<file path="src/verilog/irc_pkg.sv">
// ****************************************************************
// Timing and field constants shared by the remote codec.
// ****************************************************************
package irc_pkg;

    // System clock rate and derived microsecond scale.
    localparam int CLK_HZ         = 50_000_000;
    localparam int CYC_PER_US     = CLK_HZ / 1_000_000;

    // Transmit carrier, about 38 kHz, toggled every half period.
    localparam int CARRIER_HZ     = 38_000;
    localparam int CARRIER_HALF   = CLK_HZ / (2 * CARRIER_HZ);

    // Transmit timing: one unit of 600 us, frame busy time of 25 ms.
    localparam int UNIT_US        = 600;
    localparam int UNIT_CYC       = UNIT_US * CYC_PER_US;
    localparam int FRAME_MS       = 25;
    localparam int FRAME_CYC      = FRAME_MS * 1000 * CYC_PER_US;
    localparam int HDR_UNITS      = 4;
    localparam int SPACE_UNITS    = 1;
    localparam int ONE_UNITS      = 2;
    localparam int ZERO_UNITS     = 1;

    // Transmit frame layout.
    localparam int CMD_BITS       = 7;
    localparam int ADDR_BITS      = 5;
    localparam int FRAME_BITS     = CMD_BITS + ADDR_BITS;
    localparam int CNT_W          = 24;

    // Receive measurement tick of 10 us.
    localparam int TICK_US        = 10;
    localparam int TICK_CYC       = TICK_US * CYC_PER_US;
    localparam int DUR_W          = 12;
    localparam int LONG_BITS      = 32;

    // Receive windows in microseconds.
    localparam int L_HDR_MIN_US   = 8000;
    localparam int L_HDR_MAX_US   = 10000;
    localparam int L_GO_MIN_US    = 4000;
    localparam int L_GO_MAX_US    = 5000;
    localparam int L_RPT_MIN_US   = 2000;
    localparam int L_RPT_MAX_US   = 2500;
    localparam int L_ONE_MIN_US   = 1120;
    localparam int S_HDR_MIN_US   = 2000;
    localparam int S_HDR_MAX_US   = 2800;
    localparam int S_ONE_MIN_US   = 900;
    localparam int TIMEOUT_US     = 15000;
    localparam int HOLD_US        = 30000;

    // Same windows as counts of receive ticks.
    localparam logic [DUR_W-1:0] L_HDR_MIN = DUR_W'(L_HDR_MIN_US / TICK_US);
    localparam logic [DUR_W-1:0] L_HDR_MAX = DUR_W'(L_HDR_MAX_US / TICK_US);
    localparam logic [DUR_W-1:0] L_GO_MIN  = DUR_W'(L_GO_MIN_US / TICK_US);
    localparam logic [DUR_W-1:0] L_GO_MAX  = DUR_W'(L_GO_MAX_US / TICK_US);
    localparam logic [DUR_W-1:0] L_RPT_MIN = DUR_W'(L_RPT_MIN_US / TICK_US);
    localparam logic [DUR_W-1:0] L_RPT_MAX = DUR_W'(L_RPT_MAX_US / TICK_US);
    localparam logic [DUR_W-1:0] L_ONE_MIN = DUR_W'(L_ONE_MIN_US / TICK_US);
    localparam logic [DUR_W-1:0] S_HDR_MIN = DUR_W'(S_HDR_MIN_US / TICK_US);
    localparam logic [DUR_W-1:0] S_HDR_MAX = DUR_W'(S_HDR_MAX_US / TICK_US);
    localparam logic [DUR_W-1:0] S_ONE_MIN = DUR_W'(S_ONE_MIN_US / TICK_US);
    localparam logic [DUR_W-1:0] TIMEOUT   = DUR_W'(TIMEOUT_US / TICK_US);
    localparam logic [DUR_W-1:0] HOLD      = DUR_W'(HOLD_US / TICK_US);
    localparam logic [DUR_W-1:0] DUR_MAX   = 12'hfff;

    // Send request: address and key command.
    typedef struct packed {
        logic [ADDR_BITS-1:0] addr;
        logic [CMD_BITS-1:0]  cmd;
    } irc_tx_req_t;

    // Decoded frame presented by the receiver.
    typedef struct packed {
        logic [7:0] addr;
        logic [7:0] cmd;
        logic       proto_long;
        logic       repeat_key;
    } irc_frame_t;

endpackage

</file>
<file path="src/verilog/irc_top.sv">
`timescale 1ns/10ps
// Contract
// One 12-bit frame sent per send request.
// Requester gives address zero to thirty-one.
// Requester gives command zero to one twenty-seven.
// Marks are modulated with a 38 kHz carrier.
// Output idles low; high lights the LED.
// Busy asserted for the whole 25 ms send.
// Long protocol bytes shown bit-reversed.
// Stop halts decoding and output updates.
// Decode both long and 12-bit protocols.
// Address and command update per valid frame.
// Event on new key and each repeat.
// Header 2.4 ms; bits command first, LSB first.
// Carrier only in marks; low after last bit.
// ****************************************************************
// Remote codec top: transmitter instance and receive decoder.
// ****************************************************************
module irc_top
    import irc_pkg::*;
#(
    parameter int UNIT_C  = UNIT_CYC,
    parameter int FRAME_C = FRAME_CYC,
    parameter int TICK_C  = TICK_CYC
) (
    input  wire logic        clk_sys_i,
    input  wire logic        rst_n_i,
    input  wire logic        transmit_remote_frame_i,
    input  wire irc_tx_req_t tx_req_data_i,
    output logic             tx_busy_o,
    output logic             ir_led_o,
    input  wire logic        ir_rx_n_i,
    input  wire logic        rx_start_i,
    input  wire logic        stop_remote_decoder_i,
    output irc_frame_t       rx_frame_o,
    output logic             rx_event_o,
    output logic             rx_enabled_o
);
    typedef enum logic [1:0] {R_IDLE, R_LSTART, R_LDATA, R_SDATA} irc_rx_state_t;

    localparam logic [8:0] TICK_LAST = 9'(TICK_C - 1);
    localparam logic [5:0] L_LAST    = 6'(LONG_BITS - 1);
    localparam logic [5:0] S_LAST    = 6'(FRAME_BITS - 1);

    // ****************************************************************
    // Transmitter
    // ****************************************************************

    // The requester keeps address and command within their fields; the struct enforces widths.
    irc_tx #(
        .UNIT_C  (UNIT_C),
        .FRAME_C (FRAME_C)
    ) u_tx (
        .clk_sys_i  (clk_sys_i),
        .rst_n_i    (rst_n_i),
        .req_i      (transmit_remote_frame_i),
        .req_data_i (tx_req_data_i),
        .busy_o     (tx_busy_o),
        .led_o      (ir_led_o)
    );

    // ****************************************************************
    // Input synchroniser, tick divider and duration counter
    // ****************************************************************

    logic                ir_s1, ir_s2, ir_prev;
    logic [8:0]          tick_cnt, next_tick_cnt;
    logic                tick, next_tick;
    logic [DUR_W-1:0]    dur, next_dur;
    logic                edge_seen;
    logic                mark_ended;

    // The receiver module pulls its output low during a burst, so low is a mark.
    assign edge_seen  = (ir_s2 != ir_prev);
    assign mark_ended = edge_seen && !ir_prev;

    // Tick every 10 us; durations saturate so a long idle never wraps into a window.
    always_comb begin
        next_tick     = (tick_cnt == TICK_LAST);
        next_tick_cnt = next_tick ? '0 : tick_cnt + 1'b1;
        if (edge_seen) begin
            next_dur = '0;
        end else if (tick && (dur != DUR_MAX)) begin
            next_dur = dur + 1'b1;
        end else begin
            next_dur = dur;
        end
    end

    // Synchroniser and measurement registers; the input idles high.
    always_ff @(posedge clk_sys_i) begin
        if (!rst_n_i) begin
            ir_s1    <= 1'b1;
            ir_s2    <= 1'b1;
            ir_prev  <= 1'b1;
            tick_cnt <= '0;
            tick     <= 1'b0;
            dur      <= '0;
        end else begin
            ir_s1    <= ir_rx_n_i;
            ir_s2    <= ir_s1;
            ir_prev  <= ir_s2;
            tick_cnt <= next_tick_cnt;
            tick     <= next_tick;
            dur      <= next_dur;
        end
    end

    // ****************************************************************
    // Decoder state machine
    // ****************************************************************

    irc_rx_state_t         state, next_state;
    logic [5:0]            nbits, next_nbits;
    logic [LONG_BITS-1:0]  sr32, next_sr32;
    logic [FRAME_BITS-1:0] sr12, next_sr12;
    irc_frame_t            next_frame;
    logic                  next_event;
    logic                  next_enabled;
    logic                  have_long, next_have_long;
    logic                  held, next_held;

    // Edges are classified by the length of the level that just ended.
    always_comb begin
        next_state     = state;
        next_nbits     = nbits;
        next_sr32      = sr32;
        next_sr12      = sr12;
        next_frame     = rx_frame_o;
        next_event     = 1'b0;
        next_have_long = have_long;
        next_held      = held;
        next_enabled   = rx_enabled_o;
        if (rx_start_i) begin
            next_enabled = 1'b1;
        end
        if (stop_remote_decoder_i) begin
            next_enabled = 1'b0;
        end
        if (!rx_enabled_o) begin
            next_state     = R_IDLE;
            next_have_long = 1'b0;
            next_held      = 1'b0;
        end else if ((state != R_IDLE) && (dur >= TIMEOUT)) begin
            next_state = R_IDLE;
        end else begin
            unique case (state)
                R_IDLE: begin
                    if (dur >= HOLD) begin
                        next_held = 1'b0;
                    end
                    if (mark_ended && (dur >= L_HDR_MIN) && (dur <= L_HDR_MAX)) begin
                        next_state = R_LSTART;
                    end else if (mark_ended && (dur >= S_HDR_MIN) && (dur <= S_HDR_MAX)) begin
                        next_state = R_SDATA;
                        next_nbits = '0;
                    end
                end
                R_LSTART: begin
                    if (edge_seen && !mark_ended) begin
                        next_state = R_IDLE;
                        next_nbits = '0;
                        if ((dur >= L_GO_MIN) && (dur <= L_GO_MAX)) begin
                            next_state = R_LDATA;
                        end else if ((dur >= L_RPT_MIN) && (dur <= L_RPT_MAX) && have_long) begin
                            next_frame.repeat_key = 1'b1;
                            next_event            = 1'b1;
                        end
                    end else if (mark_ended) begin
                        next_state = R_IDLE;
                    end
                end
                R_LDATA: begin
                    if (edge_seen && !mark_ended) begin
                        // Shifting in at the bottom puts received bit 0 at the top of each byte.
                        next_sr32  = {sr32[LONG_BITS-2:0], (dur >= L_ONE_MIN)};
                        next_nbits = nbits + 1'b1;
                        if (nbits == L_LAST) begin
                            next_state = R_IDLE;
                            // Address check is skipped so extended eight-bit addresses pass.
                            if (next_sr32[15:8] == ~next_sr32[7:0]) begin
                                next_frame.addr       = next_sr32[31:24];
                                next_frame.cmd        = next_sr32[15:8];
                                next_frame.proto_long = 1'b1;
                                next_frame.repeat_key = 1'b0;
                                next_event            = 1'b1;
                                next_have_long        = 1'b1;
                            end
                        end
                    end
                end
                R_SDATA: begin
                    if (mark_ended) begin
                        next_sr12  = {(dur >= S_ONE_MIN), sr12[FRAME_BITS-1:1]};
                        next_nbits = nbits + 1'b1;
                        if (nbits == S_LAST) begin
                            next_state            = R_IDLE;
                            next_frame.addr       = {3'h0, next_sr12[FRAME_BITS-1:CMD_BITS]};
                            next_frame.cmd        = {1'h0, next_sr12[CMD_BITS-1:0]};
                            next_frame.proto_long = 1'b0;
                            // A held key resends the same frame; flag it as a repeat.
                            next_frame.repeat_key = held && !rx_frame_o.proto_long &&
                                                    (next_frame.addr == rx_frame_o.addr) &&
                                                    (next_frame.cmd == rx_frame_o.cmd);
                            next_event            = 1'b1;
                            next_held             = 1'b1;
                        end
                    end
                end
            endcase
        end
    end

    // Decoder registers; outputs freeze while the decoder is stopped.
    always_ff @(posedge clk_sys_i) begin
        if (!rst_n_i) begin
            state        <= R_IDLE;
            nbits        <= '0;
            sr32         <= '0;
            sr12         <= '0;
            rx_frame_o   <= '0;
            rx_event_o   <= 1'b0;
            rx_enabled_o <= 1'b0;
            have_long    <= 1'b0;
            held         <= 1'b0;
        end else begin
            state        <= next_state;
            nbits        <= next_nbits;
            sr32         <= next_sr32;
            sr12         <= next_sr12;
            rx_frame_o   <= next_frame;
            rx_event_o   <= next_event;
            rx_enabled_o <= next_enabled;
            have_long    <= next_have_long;
            held         <= next_held;
        end
    end

endmodule // irc_top

</file>
<file path="src/verilog/irc_tx.sv">
`timescale 1ns/10ps
// ****************************************************************
// Transmitter of the 12-bit pulse-width remote frame.
// ****************************************************************
module irc_tx
    import irc_pkg::*;
#(
    parameter int UNIT_C  = UNIT_CYC,
    parameter int FRAME_C = FRAME_CYC
) (
    input  wire logic        clk_sys_i,
    input  wire logic        rst_n_i,
    input  wire logic        req_i,
    input  wire irc_tx_req_t req_data_i,
    output logic             busy_o,
    output logic             led_o
);
    typedef enum logic [2:0] {T_IDLE, T_HDR, T_SPACE, T_MARK, T_PAD} irc_tx_state_t;

    localparam logic [CNT_W-1:0] HDR_LEN   = CNT_W'(HDR_UNITS * UNIT_C - 1);
    localparam logic [CNT_W-1:0] SPACE_LEN = CNT_W'(SPACE_UNITS * UNIT_C - 1);
    localparam logic [CNT_W-1:0] ONE_LEN   = CNT_W'(ONE_UNITS * UNIT_C - 1);
    localparam logic [CNT_W-1:0] ZERO_LEN  = CNT_W'(ZERO_UNITS * UNIT_C - 1);
    localparam logic [CNT_W-1:0] FRAME_END = CNT_W'(FRAME_C - 1);
    localparam logic [9:0]       CAR_LAST  = 10'(CARRIER_HALF - 1);
    localparam logic [3:0]       LAST_BIT  = 4'(FRAME_BITS - 1);

    irc_tx_state_t         state, next_state;
    logic [CNT_W-1:0]      seg, next_seg;
    logic [CNT_W-1:0]      frame_cnt, next_frame_cnt;
    logic [3:0]            bit_idx, next_bit_idx;
    logic [FRAME_BITS-1:0] sr, next_sr;
    logic [9:0]            car_cnt, next_car_cnt;
    logic                  car_ph, next_car_ph;
    logic                  next_led, next_busy;

    // Sequencer: header burst, then space and mark per bit, then pad to the frame time.
    always_comb begin
        next_state     = state;
        next_seg       = (seg != '0) ? seg - 1'b1 : seg;
        next_frame_cnt = (state != T_IDLE) ? frame_cnt + 1'b1 : frame_cnt;
        next_bit_idx   = bit_idx;
        next_sr        = sr;
        next_busy      = busy_o;
        if (car_cnt == CAR_LAST) begin
            next_car_cnt = '0;
            next_car_ph  = ~car_ph;
        end else begin
            next_car_cnt = car_cnt + 1'b1;
            next_car_ph  = car_ph;
        end
        unique case (state)
            T_IDLE: begin
                if (req_i) begin
                    next_state     = T_HDR;
                    next_seg       = HDR_LEN;
                    next_sr        = {req_data_i.addr, req_data_i.cmd};
                    next_bit_idx   = '0;
                    next_frame_cnt = '0;
                    next_busy      = 1'b1;
                    next_car_cnt   = '0;
                    next_car_ph    = 1'b1;
                end
            end
            T_HDR: begin
                if (seg == '0) begin
                    next_state = T_SPACE;
                    next_seg   = SPACE_LEN;
                end
            end
            T_SPACE: begin
                if (seg == '0) begin
                    next_state   = T_MARK;
                    next_seg     = sr[0] ? ONE_LEN : ZERO_LEN;
                    next_car_cnt = '0;
                    next_car_ph  = 1'b1;
                end
            end
            T_MARK: begin
                if (seg == '0) begin
                    next_sr      = sr >> 1;
                    next_bit_idx = bit_idx + 1'b1;
                    next_seg     = SPACE_LEN;
                    next_state   = (bit_idx == LAST_BIT) ? T_PAD : T_SPACE;
                end
            end
            T_PAD: begin
                if (frame_cnt >= FRAME_END) begin
                    next_state = T_IDLE;
                    next_busy  = 1'b0;
                end
            end
        endcase
        // Carrier reaches the pin only in marks, so the pin rests low otherwise.
        next_led = ((next_state == T_HDR) || (next_state == T_MARK)) && next_car_ph;
    end

    // State registers.
    always_ff @(posedge clk_sys_i) begin
        if (!rst_n_i) begin
            state     <= T_IDLE;
            seg       <= '0;
            frame_cnt <= '0;
            bit_idx   <= '0;
            sr        <= '0;
            car_cnt   <= '0;
            car_ph    <= 1'b0;
            led_o     <= 1'b0;
            busy_o    <= 1'b0;
        end else begin
            state     <= next_state;
            seg       <= next_seg;
            frame_cnt <= next_frame_cnt;
            bit_idx   <= next_bit_idx;
            sr        <= next_sr;
            car_cnt   <= next_car_cnt;
            car_ph    <= next_car_ph;
            led_o     <= next_led;
            busy_o    <= next_busy;
        end
    end

endmodule // irc_tx
</file>
<file path="config.mk">
export PLATFORM = sky130hd
export DESIGN_NAME = irc_top
export DESIGN_NICKNAME = d
export VERILOG_FILES = /design/src/verilog/irc_pkg.sv /design/src/verilog/irc_top.sv /design/src/verilog/irc_tx.sv
export SDC_FILE = /design/constraint.sdc
export NUM_CORES = 1
export LEC_CHECK = 0
export BUFFER_PORTS_ARGS = -buffer_cell sky130_fd_sc_hd__buf_2
export CORE_UTILIZATION = 34
export CTS_CLUSTER_DIAMETER = 200
export DETAILED_ROUTE_END_ITERATION = 8
export GPL_TIMING_DRIVEN = 0
export PLACE_DENSITY = 0.57
export SLEW_MARGIN = 20
export SYNTH_ARGS = -nofsm -noshare
export SYNTH_HDL_FRONTEND = slang
export SYNTH_SLANG_ARGS = --single-unit
</file>
<file path="constraint.sdc">
create_clock -name clk_sys_i -period 2.6 [get_ports clk_sys_i]
set_clock_uncertainty 0.05 [all_clocks]
set_input_delay 0.65 -clock clk_sys_i [delete_from_list [all_inputs] [get_ports clk_sys_i]]
set_output_delay 0.65 -clock clk_sys_i [all_outputs]
set_load 0.005 [all_outputs]
</file>
==> impl_results.md <==
- WHS Path Cells: 2
- RR Startpoint: u_tx.seg[17]
- LEAKAGE: around 3.6 nW
- Most frequent cells in the layout: 177 x dfxtp_1, 148 x nand2_1, 119 x nor2_1
- Core area: 24200 um2
- Yosys warns: 0
- DR vias: 7297
- Post-Syn Area per Cell: between 8 and 9 um2
- CTS sink cnt: 177
- Capturing point of the worst reg2reg path: u_tx.led_o
- Initial core utilization: 0.346
- Iteration-0 DRC Markers: 428
- Mapped Cells: 1012
- Synth-to-Final Area Change: 16.2%
- Hold Path Class: in2reg
- Drt first pass iters: 5
- CTS Root Cell: clkbuf_16
- Setup crit end kind: flop
- CP startpoint: u_tx.seg[17]
- Crit path max fanout: 10
- Asr flop ratio synth: 0
- Die ar.: 25300 um2
- Placed insts: between 1000 and 1500
- Dpl hpwl: 15.2 mm
- DRT Wirelength: 21.1 mm
- Final setup vio count: 0
- Row Count: between 50 and 60
- RSZ-0062 raised after global routing: no
- Final Max Tran Viols: 0
- Vias in the first global route: 6716
- Synth cell types: 70
- Worst path arrival time: 2.76 ns
- Largest net degree at the start of global routing: 17
- Layout cells sized above 1: 0.132
- DIE WIDTH: roughly 160 um
- Post-Syn Nets: between 1000 and 1500
- Die Ht: around 160 um
- WP data required: between 2 and 3 ns
- Slew margin rel.: 0.458
- Drt wl/cell: 15.0 um
- DR DRC count: 0
- Register bit total from synthesis: 177
- GP Congestion: about 0.80
- Worst skew pair latency: 0.43 ns
- Pwr per Cell Area: 593 nW/um2
- CTS tree: yes
- Hold endpoint: rx_enabled_o
- R2R Setup Slk: 0.11 ns
- Origin of the worst min-delay path: stop_remote_decoder_i
- H-tree depth: 4
- Ys flop type: dfxtp_1
- Critical path class: reg2reg
- Antenna diode count: 0
- Synthesized area: 8390 um2
- All-Layer GR Usage: 0.169
- Antenna violations before repair: 0
- Post-route insts no fill: 1411
- IO Count: 40
- Number of flops mapped to enable cells by yosys: 0
- Startpoint types: flop
- Cts bufs inserted: 17
- Via-to-Cell Ratio: 5.17
- Net count reported at finish: 1109
- Final hold violation count: 0
- Most common cell after layout, fill and taps aside: dfxtp_1
- First-pass GRT wire length: 34.5 mm
- DRT antenna net count: 0
- DP Area: 8980 um2
- Transition time of the tightest slew-check pin: 0.812 ns
- Gr ovfl total: 0
- Highest clock rate: 402 MHz
- Minimum clock period after layout: approximately 2.5 ns
- Final Cycle Share: 0.957
- Bufs on Longest Clock Path: 2
- Status: complete, no violations
- Sequential share of the synthesized area: 0.422
- Post-route cell area: 9740 um2
- R2R depth: 7
- Max IR drop VDD: 0.321 mV
- Worst-path clk slew: 0.07 ns
- IO Port Bufs: 38
- Max-Cap Viols: 0
==> routing by layer <==
layer,GRT usage,wire length (um),vias up
met1,0.237,10500,3466
met3,0.0232,707,18
met5,0,0,-
li1,-,-,3682
met2,0.267,9670,131
met4,0.0498,242,0
==> cells in the mapped netlist (21+ instances only) <==
master,number,area share
xor2_1,29,0.030
clkbuf_1,39,0.017
a21oi_1,77,0.046
o21ai_0,29,0.017
mux2i_1,24,0.029
nand2_1,148,0.066
inv_1,21,0.0094
nand3_1,43,0.026
nor3_1,26,0.016
xnor2_1,35,0.037
nor2_1,119,0.053
dfxtp_1,177,0.42
==> per-stage QoR <==
step | power [W] | utilization | hold WS (ns) | TNS (ns) | worst slack [ns]
after floorplan | 0.00313 | - | 0.336 | 0 | 0.211
after global placement | 0.00324 | 0.370 | 0.346 | -12.22 | -0.230
after CTS | 0.00584 | 0.398 | 0.311 | 0 | 0.0156
after global routing | 0.00601 | 0.402 | 0.325 | 0 | 0.00898
final | 0.00578 | 0.402 | 0.327 | 0 | 0.112
after detailed placement | 0.00325 | 0.370 | 0.348 | -13.69 | -0.276
==> timing repair <==
action                                  CTS  global route
pin swaps                                 2             7
hold buffers                              0             0
endpoints found under the setup margin   74           107
setup buffers                             5             4
resized for setup                        11            28
==> layout make-up <==
type                    count  area, um2
flip-flops and latches    177       3540
clock buffers              20        457
well taps                 324        405
clock inverters            12        133
plain buffers              49        230
fillers                  2502      14500
inverters                  23       86.3
multi-input cells         759       4630
repair buffers             47        258
==> worst max path at each step <==
stage,to,slack (ns),cells past startpoint
2_1_floorplan,sr12[10],0.21,9
3_3_place_gp,sr12[6],-0.23,9
3_5_place_dp,sr12[7],-0.28,9
4_1_cts,u_tx.led_o,0.02,7
5_1_grt,rx_frame_o[9],0.009,9
6_report,u_tx.led_o,0.11,7
==> cell families (layout without fill, tap and decap cells) <==
kind of cell | after synthesis | count (layout) | share of synthesized area
buf+inv | 76 | 151 | 0.0366
xor+xnor | 64 | 64 | 0.0668
compound gates | 192 | 192 | 0.147
mux | 27 | 27 | 0.0327
flops | 177 | 177 | 0.422
fa+ha+maj | 17 | 17 | 0.0254
simple gates | 459 | 459 | 0.269
==> worst max-delay path, stage by stage, from the launching register on <==
cell     delay, ns
dfxtp_1       0.38
or4_4         0.61
nor4_4        0.25
and3_1        0.24
buf_4         0.20
a31oi_1       0.24
o31a_1        0.20
nor3_1        0.22
==> where the power goes <==
part | switching, W | internal (W) | leakage (nW) | total, W
Combinational | 0.000239 | 0.000137 | 1.83 | 0.000376
Sequential | 0.0000542 | 0.00277 | 1.44 | 0.00283
Clock | 0.00111 | 0.00147 | 0.283 | 0.00258
==> sequential cells by signal, indices dropped and copies added (netlist names), 2 cells and up <==
register and cells:
nbits 6, sr12 11, dur 12, u_tx.state 3, rx_frame_o 18, u_tx.car_cnt 10, tick_cnt 9, u_tx.sr 12
sr32 31, u_tx.bit_idx 4, u_tx.seg 24, u_tx.frame_cnt 24, state 2
Note: power is estimated with default switching activity, not from simulation.
